## config.mk

```make
export PLATFORM = sky130hd
export DESIGN_NAME = tlc_line_code
export DESIGN_NICKNAME = d
export VERILOG_FILES = /design/src/hw/tlc_pkg.sv /design/src/hw/tlc_line_code.sv
export SDC_FILE = /design/constraint.sdc
export NUM_CORES = 1
export LEC_CHECK = 0
export BUFFER_PORTS_ARGS = -buffer_cell sky130_fd_sc_hd__buf_4
export CAP_MARGIN = 0
export CELL_PAD_IN_SITES_DETAIL_PLACEMENT = 1
export CELL_PAD_IN_SITES_GLOBAL_PLACEMENT = 2
export CORE_MARGIN = 1.5
export CORE_UTILIZATION = 34
export CTS_CLUSTER_SIZE = 30
export DETAILED_ROUTE_END_ITERATION = 10
export PLACE_DENSITY = 0.79
export SETUP_SLACK_MARGIN = 0.02
export SLEW_MARGIN = 20
export SYNTH_ARGS = -nofsm -noshare
export SYNTH_HDL_FRONTEND = slang
export SYNTH_SLANG_ARGS = --single-unit
```

## constraint.sdc

```tcl
create_clock -name clk -period 2.07 [get_ports clk]
set_clock_uncertainty 0.05 [all_clocks]
set_input_delay 0.5175 -clock clk [delete_from_list [all_inputs] [get_ports clk]]
set_output_delay 0.5175 -clock clk [all_outputs]
set_load 0.05 [all_outputs]
```

## src/hw/tlc_pkg.sv

```systemverilog
// tlc_pkg: register map, field layouts, reset values and shared types
// for the t1 line-code and framing option block.
// assumes a 32-bit apb register bus and a single framer clock.
package tlc_pkg;

  // ==========================================================
  // register map: indices, byte address is four times the index
  localparam logic [15:0] LIC_IDX = 16'h0101;
  localparam logic [15:0] FSEL_IDX = 16'h0107;
  localparam logic [15:0] SIGA_IDX = 16'h0108;
  localparam logic [15:0] STAT_IDX = 16'h0109;
  localparam logic [15:0] LIC_ADDR = {LIC_IDX[13:0], 2'h0};
  localparam logic [15:0] FSEL_ADDR = {FSEL_IDX[13:0], 2'h0};
  localparam logic [15:0] SIGA_ADDR = {SIGA_IDX[13:0], 2'h0};
  localparam logic [15:0] STAT_ADDR = {STAT_IDX[13:0], 2'h0};

  // ==========================================================
  // reset values and field positions
  localparam logic [7:0] LIC_RST = 8'h00;
  localparam logic [7:0] FSEL_RST = 8'h00;
  localparam int LIC_ENC_BIT = 1;
  localparam int LIC_DEC_BIT = 0;
  localparam int STAT_ALIGN_BIT = 0;
  localparam int STAT_WIN_LSB = 1;
  localparam logic [2:0] MODE_ESF = 3'h0;

  // ==========================================================
  // crc-6, x^6 + x + 1
  localparam logic [5:0] CRC_POLY = 6'h03;
  localparam logic [5:0] CRC_SEED = 6'h00;
  localparam logic [5:0] CRC_FORCE_MASK = 6'h3f;

  // ==========================================================
  // types
  typedef struct packed {
    logic sig_sf;
    logic force_crc;
    logic japan_variant_select;
    logic single_candidate_only;
    logic fast_sync;
    logic [2:0] frame_mode;
  } tlc_fsel_t;

  typedef enum logic [1:0] {
    SYM_ZERO = 2'h0,
    SYM_MARK = 2'h1,
    SYM_POS = 2'h2,
    SYM_NEG = 2'h3
  } tlc_sym_t;

  typedef enum logic [1:0] {
    YEL_T1_SF = 2'h0,
    YEL_T1_ESF = 2'h1,
    YEL_J1_SF = 2'h2,
    YEL_J1_ESF = 2'h3
  } tlc_yel_t;

  typedef enum logic {
    SYNC_HUNT = 1'h0,
    SYNC_LOCK = 1'h1
  } tlc_sync_t;

endpackage : tlc_pkg

```

## src/hw/tlc_line_code.sv

```systemverilog
// tlc_line_code: per-channel line-code, signaling, crc and sync options
// behind an apb slave.
// assumes framer strobes are synchronous one-cycle pulses on clk.
// Behaviour
// - tx substitutes b8zs when encoder select is 0, plain ami when 1
// - rx removes b8zs substitutions when decoder select is 0, plain ami when 1
// - with superframe update set, rx signaling changes only at superframe boundary
// - with superframe update set, new tx signaling starts at next superframe boundary
// - force-crc bit set corrupts outbound crc bits
// - j1 crc covers real fe bits; t1 counts every fe bit as one
// - japan_variant_select uses j1 sf or esf yellow alarm format both ways
// - j1 sf versus esf comes from j1 bit plus framing mode field
// - single-candidate clear: any valid candidate allows alignment; the lowest-numbered one wins
// - single-candidate set: align only when exactly one candidate remains
//
// Our own choice: the APB register port.
`timescale 1ns/1ns
module tlc_line_code (
  input wire logic clk,
  input wire logic resetn,
  input wire logic psel,
  input wire logic penable,
  input wire logic pwrite,
  input wire logic [15:0] paddr,
  input wire logic [31:0] pwdata,
  output logic [31:0] prdata,
  output logic pready,
  output logic pslverr,
  input wire logic tx_frame_start,
  input wire logic tx_valid,
  input wire logic tx_bit,
  output logic tx_pos,
  output logic tx_neg,
  input wire logic rx_frame_start,
  input wire logic rx_valid,
  input wire logic rx_pos,
  input wire logic rx_neg,
  output logic rx_data,
  output logic rx_data_valid,
  input wire logic rx_sig_valid,
  input wire logic [3:0] rx_sig_in,
  input wire logic rx_sf_boundary,
  output logic [3:0] receive_signaling_out,
  input wire logic [3:0] tx_sig_in,
  input wire logic tx_sf_boundary,
  output logic [3:0] tx_sig_out,
  input wire logic crc_bit_valid,
  input wire logic crc_bit,
  input wire logic crc_fe,
  input wire logic crc_mf_end,
  output logic [5:0] crc_result,
  output logic [1:0] tx_yellow_format,
  output logic [1:0] rx_yellow_format,
  input wire logic search_done,
  input wire logic [7:0] cand_mask,
  input wire logic sync_loss,
  output logic frame_aligned,
  output logic [2:0] align_winner
);

  // ==========================================================
  // helpers
  function automatic tlc_pkg::tlc_sym_t sym_of(input logic pos);
    sym_of = pos ? tlc_pkg::SYM_POS : tlc_pkg::SYM_NEG;
  endfunction : sym_of

  function automatic logic [5:0] crc_step(input logic [5:0] c, input logic b);
    crc_step = {c[4:0], 1'b0} ^ ((b ^ c[5]) ? tlc_pkg::CRC_POLY : 6'h00);
  endfunction : crc_step

  function automatic logic [1:0] yel_of(input tlc_pkg::tlc_fsel_t f);
    yel_of = {f.japan_variant_select, f.frame_mode == tlc_pkg::MODE_ESF};
  endfunction : yel_of

  function automatic logic [3:0] pop8(input logic [7:0] m);
    pop8 = 4'h0;
    for (int i = 0; i < 8; i++) begin
      pop8 = pop8 + {3'h0, m[i]};
    end
  endfunction : pop8

  function automatic logic [2:0] low8(input logic [7:0] m);
    low8 = 3'h0;
    for (int i = 7; i >= 0; i--) begin
      if (m[i]) begin
        low8 = 3'(i);
      end
    end
  endfunction : low8

  // ==========================================================
  // state
  logic [7:0] line_interface_control;
  tlc_pkg::tlc_fsel_t framing_select;
  logic [3:0] receive_signaling_array;
  logic [3:0] rx_sig_pend;
  logic tx_enc_off;
  logic rx_dec_off;
  tlc_pkg::tlc_fsel_t tx_fsel_act;
  tlc_pkg::tlc_fsel_t rx_fsel_act;
  tlc_pkg::tlc_sym_t tq [8];
  tlc_pkg::tlc_sym_t rq [8];
  tlc_pkg::tlc_sym_t rx_sym;
  tlc_pkg::tlc_sync_t sync_state;
  logic last_pol;
  logic next_last_pol;
  logic tx_run;
  logic rx_match;
  logic [5:0] crc;
  logic [5:0] next_crc;
  logic crc_in;
  logic [31:0] next_prdata;
  logic hit;
  logic ro;
  logic [3:0] cand_cnt;
  logic sync_ok;

  // ==========================================================
  // apb slave: answers in the first access cycle
  always_comb begin
    hit = 1'b1;
    ro = 1'b0;
    next_prdata = 32'h0000_0000;
    case (paddr)
      tlc_pkg::LIC_ADDR: next_prdata[7:0] = line_interface_control;
      tlc_pkg::FSEL_ADDR: next_prdata[7:0] = framing_select;
      tlc_pkg::SIGA_ADDR: begin
        ro = 1'b1;
        next_prdata[3:0] = receive_signaling_array;
      end
      tlc_pkg::STAT_ADDR: begin
        ro = 1'b1;
        next_prdata[tlc_pkg::STAT_ALIGN_BIT] = frame_aligned;
        next_prdata[tlc_pkg::STAT_WIN_LSB +: 3] = align_winner;
      end
      default: hit = 1'b0;
    endcase
  end

  always_ff @(posedge clk or negedge resetn) begin
    if (!resetn) begin
      pready <= 1'b0;
      pslverr <= 1'b0;
      prdata <= 32'h0000_0000;
    end else begin
      pready <= psel && !penable && !pready;
      pslverr <= psel && !penable && !pready && (!hit || (pwrite && ro));
      if (psel && !penable) begin
        prdata <= pwrite ? 32'h0000_0000 : next_prdata;
      end
    end
  end

  always_ff @(posedge clk or negedge resetn) begin
    if (!resetn) begin
      line_interface_control <= tlc_pkg::LIC_RST;
      framing_select <= tlc_pkg::FSEL_RST;
    end else if (psel && penable && pready && pwrite && !pslverr) begin
      if (paddr == tlc_pkg::LIC_ADDR) begin
        line_interface_control <= pwdata[7:0];
      end
      if (paddr == tlc_pkg::FSEL_ADDR) begin
        framing_select <= pwdata[7:0];
      end
    end
  end

  // ==========================================================
  // active options, taken only at frame boundaries
  always_ff @(posedge clk or negedge resetn) begin
    if (!resetn) begin
      tx_enc_off <= tlc_pkg::LIC_RST[tlc_pkg::LIC_ENC_BIT];
      tx_fsel_act <= tlc_pkg::FSEL_RST;
    end else if (tx_frame_start) begin
      tx_enc_off <= line_interface_control[tlc_pkg::LIC_ENC_BIT];
      tx_fsel_act <= framing_select;
    end
  end

  always_ff @(posedge clk or negedge resetn) begin
    if (!resetn) begin
      rx_dec_off <= tlc_pkg::LIC_RST[tlc_pkg::LIC_DEC_BIT];
      rx_fsel_act <= tlc_pkg::FSEL_RST;
    end else if (rx_frame_start) begin
      rx_dec_off <= line_interface_control[tlc_pkg::LIC_DEC_BIT];
      rx_fsel_act <= framing_select;
    end
  end

  // ==========================================================
  // transmit encoder: eight-bit look-ahead so a run can be rewritten
  always_comb begin
    next_last_pol = last_pol;
    case (tq[0])
      tlc_pkg::SYM_MARK: next_last_pol = !last_pol;
      tlc_pkg::SYM_POS: next_last_pol = 1'b1;
      tlc_pkg::SYM_NEG: next_last_pol = 1'b0;
      default: next_last_pol = last_pol;
    endcase
    tx_run = !tx_bit && !tx_enc_off;
    for (int i = 1; i < 8; i++) begin
      if (tq[i] != tlc_pkg::SYM_ZERO) begin
        tx_run = 1'b0;
      end
    end
  end

  always_ff @(posedge clk or negedge resetn) begin
    if (!resetn) begin
      for (int i = 0; i < 8; i++) begin
        tq[i] <= tlc_pkg::SYM_ZERO;
      end
      last_pol <= 1'b0;
      tx_pos <= 1'b0;
      tx_neg <= 1'b0;
    end else if (tx_valid) begin
      for (int i = 0; i < 7; i++) begin
        tq[i] <= tq[i + 1];
      end
      tq[7] <= tx_bit ? tlc_pkg::SYM_MARK : tlc_pkg::SYM_ZERO;
      if (tx_run) begin
        tq[3] <= sym_of(next_last_pol);
        tq[4] <= sym_of(!next_last_pol);
        // 000vb0vb: the closing b is opposite the v, so the next mark alternates from it
        tq[6] <= sym_of(next_last_pol);
        tq[7] <= sym_of(!next_last_pol);
      end
      last_pol <= next_last_pol;
      tx_pos <= next_last_pol && (tq[0] != tlc_pkg::SYM_ZERO);
      tx_neg <= !next_last_pol && (tq[0] != tlc_pkg::SYM_ZERO);
    end
  end

  // ==========================================================
  // receive decoder: a matched pattern is wiped back to zeros
  always_comb begin
    rx_sym = tlc_pkg::SYM_ZERO;
    if (rx_pos && !rx_neg) begin
      rx_sym = tlc_pkg::SYM_POS;
    end else if (rx_neg && !rx_pos) begin
      rx_sym = tlc_pkg::SYM_NEG;
    end
    rx_match = !rx_dec_off && rq[1] == tlc_pkg::SYM_ZERO && rq[2] == tlc_pkg::SYM_ZERO
      && rq[3] == tlc_pkg::SYM_ZERO && rq[6] == tlc_pkg::SYM_ZERO
      && rq[4] != tlc_pkg::SYM_ZERO && rq[5] != tlc_pkg::SYM_ZERO && rq[4] != rq[5]
      && rx_sym == rq[5] && rq[7] == rq[4];
  end

  always_ff @(posedge clk or negedge resetn) begin
    if (!resetn) begin
      for (int i = 0; i < 8; i++) begin
        rq[i] <= tlc_pkg::SYM_ZERO;
      end
      rx_data <= 1'b0;
      rx_data_valid <= 1'b0;
    end else begin
      rx_data_valid <= rx_valid;
      if (rx_valid) begin
        rx_data <= rq[0] != tlc_pkg::SYM_ZERO;
        for (int i = 0; i < 7; i++) begin
          rq[i] <= rx_match ? tlc_pkg::SYM_ZERO : rq[i + 1];
        end
        rq[7] <= rx_match ? tlc_pkg::SYM_ZERO : rx_sym;
      end
    end
  end

  // ==========================================================
  // robbed-bit signaling timing
  always_ff @(posedge clk or negedge resetn) begin
    if (!resetn) begin
      rx_sig_pend <= 4'h0;
      receive_signaling_out <= 4'h0;
      receive_signaling_array <= 4'h0;
    end else if (rx_fsel_act.sig_sf) begin
      if (rx_sig_valid) begin
        rx_sig_pend <= rx_sig_in;
      end
      if (rx_sf_boundary) begin
        receive_signaling_out <= rx_sig_valid ? rx_sig_in : rx_sig_pend;
        receive_signaling_array <= rx_sig_valid ? rx_sig_in : rx_sig_pend;
      end
    end else if (rx_sig_valid) begin
      rx_sig_pend <= rx_sig_in;
      receive_signaling_out <= rx_sig_in;
      receive_signaling_array <= rx_sig_in;
    end
  end

  always_ff @(posedge clk or negedge resetn) begin
    if (!resetn) begin
      tx_sig_out <= 4'h0;
    end else if (!tx_fsel_act.sig_sf || tx_sf_boundary) begin
      tx_sig_out <= tx_sig_in;
    end
  end

  // ==========================================================
  // crc-6 over the multiframe; t1 counts fe bits as ones
  always_comb begin
    crc_in = (crc_fe && !tx_fsel_act.japan_variant_select) ? 1'b1 : crc_bit;
    next_crc = crc_bit_valid ? crc_step(crc, crc_in) : crc;
  end

  always_ff @(posedge clk or negedge resetn) begin
    if (!resetn) begin
      crc <= tlc_pkg::CRC_SEED;
      crc_result <= tlc_pkg::CRC_SEED;
    end else if (crc_mf_end) begin
      crc <= tlc_pkg::CRC_SEED;
      crc_result <= next_crc ^ (tx_fsel_act.force_crc ? tlc_pkg::CRC_FORCE_MASK : 6'h00);
    end else begin
      crc <= next_crc;
    end
  end

  // ==========================================================
  // yellow alarm format, j1 bit plus framing mode
  always_ff @(posedge clk or negedge resetn) begin
    if (!resetn) begin
      tx_yellow_format <= tlc_pkg::YEL_T1_SF;
      rx_yellow_format <= tlc_pkg::YEL_T1_SF;
    end else begin
      tx_yellow_format <= yel_of(tx_fsel_act);
      rx_yellow_format <= yel_of(rx_fsel_act);
    end
  end

  // ==========================================================
  // synchroniser candidate policy
  always_comb begin
    cand_cnt = pop8(cand_mask);
    sync_ok = rx_fsel_act.single_candidate_only ? (cand_cnt == 4'h1) : (cand_cnt != 4'h0);
  end

  always_ff @(posedge clk or negedge resetn) begin
    if (!resetn) begin
      sync_state <= tlc_pkg::SYNC_HUNT;
      frame_aligned <= 1'b0;
      align_winner <= 3'h0;
    end else begin
      case (sync_state)
        tlc_pkg::SYNC_HUNT: begin
          if (search_done && sync_ok) begin
            sync_state <= tlc_pkg::SYNC_LOCK;
            frame_aligned <= 1'b1;
            align_winner <= low8(cand_mask);
          end
        end
        tlc_pkg::SYNC_LOCK: begin
          if (sync_loss) begin
            sync_state <= tlc_pkg::SYNC_HUNT;
            frame_aligned <= 1'b0;
          end
        end
        default: begin
          sync_state <= tlc_pkg::SYNC_HUNT;
          frame_aligned <= 1'b0;
        end
      endcase
    end
  end
endmodule : tlc_line_code

```

==> flow_metrics.tcl, run 1 <==
set metrics [dict create \
    yosys.cell_count.top_type "dfrtp_1" \
    grt_max_degree 46 \
    clk_path_buf_depth 2 \
    rsz0062_at_grt "true" \
    n_antenna_cell 0 \
    place_area_um2 6320 \
    slew_viol_final 0 \
    synth_top_cell_by_area "dfrtp_1" \
    hold_viol_final 0 \
    path_max_fanout 3 \
    clkTransAtPathRegs_ns 0.08 \
    utilization_pct 43.9 \
    io_pins 145 \
    r2r_slack_ns 0.24 \
    cts_tree "yes" \
    max_cap_violations 0 \
    netlist_area_um2 5250 \
    start_util_pct 34.7 \
    outcome "finished, violations left" \
    hpwl_um 9360 \
    area_growth_pct 26.7 \
    routed_via_density 4.95 \
    routed_wl_um 12400 \
    synth-seq-cells 110 \
    postRouteAntennaNets 0 \
    wl_per_cell_um 16.5 \
    violations "setup timing" \
    synthDistinctLibCells 53 \
    yosysTopAreaCellShare_pct 52.4 \
    critPathKind "input port to flip-flop" \
    layout_worst_path_cycle_share_pct 180 \
    core_area_um2 15100 \
    crit_start "cand_mask[1]" \
    synthArstFlopShare_pct 100 \
    syn_area_per_cell_um2 11.9 \
    post-route-min-period_ns 3.72 \
    area.sequential_um2 2750 \
    routed-via-count 3718 \
    die_w_um 127 \
    dieHeight_um 127 \
    synth_seq_area_share_pct 52.4 \
    power_density_nw_per_um2 850 \
    num-fill-cells 1642 \
    critPathSlowestCell "fa_1" \
    grt_pass1_vias 4109 \
    cp.arrival_ns 3.90 \
    synth-edff-count 0 \
    antenna_found_initial 0 \
    finalSetupViolCount 5 \
    numClockSinks 110 \
    p_leak_nw 3.17 \
    grt_remaining_overflow 0 \
    worstHoldPathType "input port to asynchronous set/reset pin" \
    ys.flop_type "dfrtp_1" \
    end_kind "flip-flop" \
    root_buffer "clkbuf_16" \
    drive_gt1_share_pct 38.5 \
    first_pass_iters 4 \
    cts_hold_buf 0 \
    setup_ws_ns -1.65 \
    r2r-start "pready" \
    critPathRequiredTime_ns 2.26 \
    remaining_drc_errors 0 \
    synth_common_cells "dfrtp_1 (110), mux2_2 (58), nor2_1 (26)" \
    peakVddDrop_mv 0.397 \
    cp-start-kind "input port" \
    grt_usage_pct 16.0 \
    nNetsFinal 651 \
    slowest_delay_ns 0.54 \
    insertion_delay_ns 0.35 \
    design.die.area_um2 16200 \
    placementRows 45 \
    ys_warn_count 0 \
    timing.fmax_mhz 269 \
    gp_congestion 0.812 \
    crit_family "adder cells" \
    cp_cell_sequence "buf_4, inv_4, fa_1, fa_1, fa_1, inv_2, ha_4, inv_2, fa_1, nor4bb_4, a32oi_2, mux2i_2, mux2_4" \
    synth_area_leaders "dfrtp_1 (52%), mux2_2 (12%), mux2i_1 (3.6%)" \
    numCtsBuffers 9 \
    multiInputGateArea_um2 2320 \
    drt_iter0_drc 89 \
    cts.htree.levels 3 \
    synthCells 441 \
    grt_pass1_wl_um 20500 \
    final_cell_area_um2 6650 \
    portBuffers 96 \
    path_buf_inv 4 \
    path_common_cell "fa_1" \
]
==> report_power, final <==
part / internal [mW] / switching [mW] / leakage (nW) / total, mW
clock network: 0.857 / 0.813 / 0.139 / 1.67
logic: 0.577 / 0.813 / 1.63 / 1.39
registers: 2.39 / 0.207 / 1.40 / 2.60
==> area by class of cell <==
class	count	share of cell area [%]
clock buffer	10	3.59
timing repair buffer	123	14.7
multi-input combinational	294	34.8
inverter	20	1.28
clock inverter	6	0.658
tap	188	3.54
sequential	110	41.4
==> metal layers <==
layer  track usage, %  vias to the layer above  share of wire, %
met2             27.8                       65                51
met5                0                        -                 0
met3             3.98                       12               4.6
met1             19.1                     1868                43
met4             6.08                        0               1.5
li1                 -                     1773                 -
==> flip-flops by register name, summed over array words and instances (netlist names), 3 cells and up <==
name	cells
rq	16
tq	16
framing_select	8
line_interface_control	8
prdata	8
crc	6
crc_result	6
rx_fsel_act	6
tx_fsel_act	6
receive_signaling_array	4
rx_sig_pend	4
tx_sig_out	4
align_winner	3
==> cell families after synthesis <==
| group | after synthesis | synth area share (%) |
|---|---|---|
| muxes | 80 | 16.7 |
| and+or+nand+nor | 101 | 11.9 |
| xor gates and xnor gates | 8 | 1.33 |
| other | 1 | 0.0714 |
| AOI/OAI and AO/OA | 73 | 9.08 |
| buffers and inverters | 60 | 6.03 |
| DFF | 110 | 52.4 |
| adders and majority gates | 8 | 2.48 |
==> final timing paths <==
kind                                             end  cells past startpoint
max                                  align_winner[1]                     13
min                              tx_yellow_format[1]                      1
max reg2reg                line_interface_control[6]                      5
min reg2reg                      rx_yellow_format[1]                      0
max in group asynchronous                      rq[8]                      2
min in group clk                          sync_state                      2
==> placed cells by master, fill, tap and decap left out, types with 7 or more instances in the layout <==
cell / count
a21oi_1: 24
a22oi_1: 8
a31oi_1: 7
buf_4: 118
clkbuf_16: 9
conb_1: 24
dfrtp_1: 109
inv_1: 16
mux2_2: 56
mux2i_1: 18
nand2_1: 10
nand3_1: 7
nor2_1: 26
nor2b_1: 13
nor4_1: 9
o21ai_0: 10
==> per-stage QoR <==
stage	instances	power (mW)	TNS, ns	hold WS (ns)	setup WS (ns)
6_report	751	5.66	-8.02	0.0279	-1.65
5_1_grt	751	5.96	-8.63	0.0432	-1.76
4_1_cts	750	5.72	-8.24	0.0358	-1.68
3_5_place_dp	734	4.01	-11.41	0.311	-2.08
3_3_place_gp	734	3.94	-9.77	0.314	-1.94
2_1_floorplan	464	3.53	-8.22	0.172	-1.76
==> what timing repair did <==
| item | CTS | global route |
|---|---|---|
| gates resized for setup | 2 | 7 |
| endpoints found under the setup margin | 5 | 5 |
| cloned | 0 | 0 |
| buffers inserted | 0 | 1 |
Power figures use the tool's default switching activity.
==> inputs of run 2 (changes only) <==
ABC_AREA = 1   (was default)
CORE_UTILIZATION = 31   (was 34)
PLACE_DENSITY = 0.78   (was 0.79)
==> run 2 against run 1 <==
The flow still finishes with violations (setup timing). Critical path type unchanged. Die area increased by 13%. Highest routed layer unchanged. Largest cell class unchanged. First-iteration DRC count increased by 75%. Largest power group unchanged. Global-route usage decreased by 0.63 points.
==> flow_metrics.tcl, run 2 <==
set metrics [dict create \
    routed_via_density 4.61 \
    io_pins 145 \
    cts.htree.levels 3 \
    layout_worst_path_cycle_share_pct 156 \
    area_growth_pct 24.0 \
    yosys.cell_count.top_type "nand2_1" \
    synth_top_cell_by_area "dfrtp_1" \
    critPathKind "input port to flip-flop" \
    worstReg2RegEnd "rq[8]" \
    final_cell_mix "nand2_1 (152), dfrtp_1 (110), buf_4 (103), inv_1 (70), nand3_1 (56)" \
    end_kind "flip-flop" \
    cts_tree "yes" \
    max_cap_violations 0 \
    num-fill-cells 2049 \
    place_area_um2 6350 \
    outcome "finished, violations left" \
    synth-seq-cells 110 \
    timing.fmax_mhz 309 \
    postRouteAntennaNets 0 \
    placementRows 48 \
    rsz0062_at_grt "true" \
    synthDistinctLibCells 43 \
    routed-via-count 4326 \
    r2r_slack_ns 0.56 \
    synth_common_cells "nand2_1 (154), dfrtp_1 (110), inv_1 (75)" \
    drt_iter0_drc 156 \
    die_w_um 135 \
    slew_viol_final 0 \
    clk_path_buf_depth 2 \
    slowest_delay_ns 0.53 \
    peakVddDrop_mv 0.423 \
    synth_area_leaders "dfrtp_1 (51%), nand2_1 (11%), inv_1 (5.2%)" \
    area.sequential_um2 2750 \
    antenna_found_initial 0 \
    setup_ws_ns -1.16 \
    dieHeight_um 135 \
    totalPowerFinal_mw 5.56 \
    remaining_drc_errors 0 \
    violations "setup timing" \
    routed_wl_um 13100 \
    first_pass_iters 4 \
    top_regs "rq: 16 flops, tq: 16 flops" \
    hpwl_um 9970 \
    worstRegToRegCells 5 \
    worstHoldPathType "input port to asynchronous set/reset pin" \
    grt_pass1_vias 4664 \
    p_leak_nw 3.45 \
    grt_max_degree 63 \
    clkTransAtPathRegs_ns 0.07 \
    r2r-start "rq[8]" \
    ys_warn_count 0 \
    synthCells 608 \
    netlist_area_um2 5420 \
    core_area_um2 17200 \
    finalSetupViolCount 5 \
    cp.arrival_ns 3.41 \
    power_density_nw_per_um2 828 \
    n_antenna_cell 0 \
    numCtsBuffers 9 \
    numClockSinks 110 \
    hold_viol_final 0 \
    drive_gt1_share_pct 26.2 \
    gp_congestion 0.758 \
    root_buffer "clkbuf_16" \
    insertion_delay_ns 0.35 \
    grt_remaining_overflow 0 \
    wl_per_cell_um 14.0 \
    multiInputGateArea_um2 2230 \
    final_cell_area_um2 6720 \
    yosysTopAreaCellShare_pct 50.7 \
    grt_pass1_wl_um 22300 \
    nNetsFinal 802 \
    synth_seq_area_share_pct 50.7 \
    ys.flop_type "dfrtp_1" \
    synth-edff-count 0 \
    final_common_cell "nand2_1" \
    critPathRequiredTime_ns 2.24 \
    post-route-min-period_ns 3.23 \
    cp_cell_sequence "buf_8, inv_8, fa_1, fa_1, fa_1, inv_2, ha_4, inv_2, fa_2, xnor2_2, nor2_2, nand2_1, nand2_2, nand4_4, nand2_1, o21ai_1" \
    grt_usage_pct 15.4 \
    synthArstFlopShare_pct 100 \
    path_max_fanout 8 \
    syn_area_per_cell_um2 8.92 \
    start_util_pct 31.6 \
    cts_hold_buf 0 \
    portBuffers 96 \
    path_common_cell "fa_1" \
    critPathSlowestCell "fa_1" \
    design.die.area_um2 18300 \
    cp-start-kind "input port" \
    utilization_pct 39.1 \
]
==> run 2: power breakdown <==
| group | internal [mW] | switching [mW] | leakage (nW) |
|---|---|---|---|
| Sequential | 2.34 | 0.152 | 1.43 |
| Combinational | 0.413 | 0.820 | 1.87 |
| Clock | 1.06 | 0.782 | 0.152 |
==> run 2: worst max path at each step <==
stage                             from               to  slack [ns]  cells after the start
final                     cand_mask[3]  align_winner[2]       -1.16                     16
after global routing      cand_mask[3]  align_winner[2]       -1.27                     16
after CTS                 cand_mask[1]  align_winner[0]       -1.20                     16
after detailed placement  cand_mask[3]  align_winner[0]       -1.64                     16
after global placement    cand_mask[3]  align_winner[2]       -1.47                     16
after floorplan           cand_mask[3]  align_winner[2]       -1.27                     15
==> run 2: final cells by class <==
type,count,area share (%)
Clock buffer,10,3.41
Tap cell,225,4.19
Inverter,78,4.50
Sequential cell,110,40.9
Clock inverter,6,1.28
Timing Repair Buffer,107,12.5
Multi-Input combinational cell,403,33.1
==> run 2: timing repair <==
item                                    4_1_cts  5_1_grt
endpoints found under the setup margin        5        5
gates cloned                                  0        0
buffers inserted                              1        2
pin swaps                                     5        4
resized for setup                             6        5
==> run 2: kinds of logic after synthesis <==
kind of cell | after synthesis | share of synthesized area [%]
xor gates and xnor gates | 7 | 1.13
other | 1 | 0.0691
DFF | 110 | 50.7
AOI/OAI and AO/OA | 79 | 8.97
muxes | 13 | 2.65
buffers and inverters | 118 | 10.5
and+or+nand+nor | 272 | 23.6
adders and majority gates | 8 | 2.40
==> run 2: layer usage <==
layer | vias up | global-route usage [%] | share of wire (%)
met4 | 0 | 4.96 | 1.4
met3 | 13 | 2.73 | 3.2
met2 | 85 | 26.8 | 50
met1 | 2133 | 19.2 | 45
li1 | 2095 | - | -
met5 | - | 0 | 0
==> run 2: worst max-delay path: cells and delay by family <==
family / cells / cell delay [ns]
compound gates: 1 / 0.06
buf+inv: 4 / 0.24
simple gates: 5 / 0.49
fa+ha+maj: 5 / 1.94
xor+xnor: 1 / 0.15
==> run 2: through the flow <==
step	instances	worst slack, ns	hold WS, ns	setup TNS (ns)
finish	939	-1.16	0.00433	-5.69
global placement	920	-1.47	0.313	-7.21
CTS	937	-1.20	0.00257	-5.82
detailed placement	920	-1.64	0.316	-8.04
global route	939	-1.27	0.00584	-6.23
floorplan	631	-1.27	0.172	-6.20
==> inputs of run 3 (changes only) <==
TNS_END_PERCENT = 30   (was default)
==> run 3 against run 2 <==
The run still ends with setup timing left. Core utilization decreased by 0.29 points. Maximum frequency about the same. Via count decreased by 1.9%. Clock power increased by 3%. Worst hold slack improved by 0.016 ns. Sequential share of layout area increased by 0.31 points. Combinational power about the same.
==> flow_metrics.tcl, run 3 (synthesized netlist as in run 2, its figures left out) <==
set metrics [dict create \
    layout_worst_path_cycle_share_pct 156 \
    slew_viol_final 0 \
    postRouteAntennaNets 0 \
    remaining_drc_errors 0 \
    max_cap_violations 0 \
    r2r_slack_ns 0.55 \
    grt_remaining_overflow 0 \
    clk_path_buf_depth 2 \
    grt_pass1_wl_um 22200 \
    met1Wirelength_um 6030 \
    grt_max_degree 41 \
    critPathRequiredTime_ns 2.25 \
    met2_length_um 6580 \
    placementRows 48 \
    end_kind "flip-flop" \
    crit_start "cand_mask[0]" \
    finalSetupViolCount 5 \
    cp-start-kind "input port" \
    numClockSinks 110 \
    grt_usage_pct 15.3 \
    path_max_fanout 8 \
    rsz0062_at_grt "true" \
    worstHoldPathType "input port to asynchronous set/reset pin" \
    cts_tree "yes" \
    portBuffers 96 \
    insertion_delay_ns 0.35 \
    crit_end "align_winner[2]" \
    hpwl_um 10100 \
    dp_cells 920 \
    dieHeight_um 135 \
    num-fill-cells 2059 \
    start_util_pct 31.6 \
    violations "setup timing" \
    root_buffer "clkbuf_16" \
    die_w_um 135 \
    critPathKind "input port to flip-flop" \
    cts_hold_buf 0 \
    n_antenna_cell 0 \
    io_pins 145 \
    first_pass_iters 4 \
    nNetsFinal 799 \
    whs_ns 0.0204 \
    routed-via-count 4242 \
    r2r-start "rq[8]" \
    routed_via_density 4.53 \
    peakVddDrop_mv 0.473 \
    hold_viol_final 0 \
    worstRegToRegCells 5 \
    route.met3.wl_um 425 \
    drive_gt1_share_pct 24.9 \
    power_density_nw_per_um2 834 \
    setup_ws_ns -1.16 \
    p_leak_nw 3.44 \
    wl_per_cell_um 14.1 \
    cp.arrival_ns 3.41 \
    area_growth_pct 23.0 \
    worstReg2RegEnd "rq[7]" \
    cts.htree.levels 3 \
    grt_pass1_vias 4548 \
    outcome "finished, violations left" \
    clkTransAtPathRegs_ns 0.08 \
    core_area_um2 17200 \
    numCtsBuffers 9 \
    design.die.area_um2 18300 \
    top_layer "met4" \
    routed_wl_um 13200 \
    drt_iter0_drc 113 \
    top_regs "rq: 16 flops, tq: 16 flops" \
    antenna_found_initial 0 \
    final_common_cell "nand2_1" \
    gp_congestion 0.758 \
    timing.fmax_mhz 309 \
    post-route-min-period_ns 3.23 \
    stdcell_count 936 \
    final_cell_mix "nand2_1 (153), dfrtp_1 (110), buf_4 (101), inv_1 (75), nand3_1 (56)" \
]
==> run 3: final cells by class <==
type	instances	area [µm²]	area share, %
multi-input cells	403	2210	33.1
clock buffers	10	239	3.58
clock inverters	6	83.8	1.26
inverters	78	293	4.39
well taps	225	282	4.22
repair buffers	104	818	12.3
flip-flops and latches	110	2750	41.2
==> run 3: worst min-delay path by stage <==
stage,start,endpoint,slack (ns),cells after the start
CTS,resetn,tx_yellow_format[1],0.03,1
finish,resetn,tx_yellow_format[1],0.02,1
global placement,tx_fsel_act[5],tx_yellow_format[1],0.31,0
floorplan,resetn,align_winner[0],0.17,0
detailed placement,tx_fsel_act[5],tx_yellow_format[1],0.31,0
global route,resetn,tx_yellow_format[1],0.03,1
==> run 3: timing repair <==
| item | 4_1_cts | 5_1_grt |
|---|---|---|
| resized for setup | 0 | 1 |
| pin swaps | 3 | 0 |
| endpoints found under the setup margin | 5 | 5 |
| hold endpoints to repair | 0 | 0 |
| buffers inserted | 0 | 0 |
| gates cloned | 0 | 0 |
==> run 3: power breakdown <==
part           switching (mW)  internal, mW  total [mW]
sequential              0.146          2.34        2.48
combinational           0.807         0.388        1.20
clock                   0.796          1.09        1.89
total                    1.75          3.82        5.57
==> run 3: worst max-delay path: stages <==
cell and delay (ns):
buf_4 0.08, inv_1 0.05, fa_1 0.57, fa_1 0.44, fa_1 0.43, inv_1 0.07
ha_2 0.17, inv_1 0.05, fa_2 0.33, xnor2_1 0.13, nor2_1 0.15, nand2_1 0.09
nand2_2 0.08, nand4_4 0.12, nand2_1 0.09, o21ai_1 0.06
==> run 3: layer usage <==
layer | vias up | global-route usage [%]
met2 | 75 | 26.1
li1 | 2083 | -
met3 | 11 | 2.58
met5 | - | 0
met4 | 0 | 4.66
met1 | 2073 | 19.9
==> run 3: metrics by stage <==
stage	setup WS, ns	area (µm²)	util, %	total power [mW]	TNS [ns]
CTS	-1.19	6670	38.8	5.66	-5.82
global route	-1.36	6670	38.9	5.87	-6.60
finish	-1.16	6670	38.9	5.57	-5.72
global placement	-1.46	6350	37.0	3.68	-7.15
detailed placement	-1.63	6350	37.0	3.74	-8.02
floorplan	-1.28	5520	-	3.32	-6.24
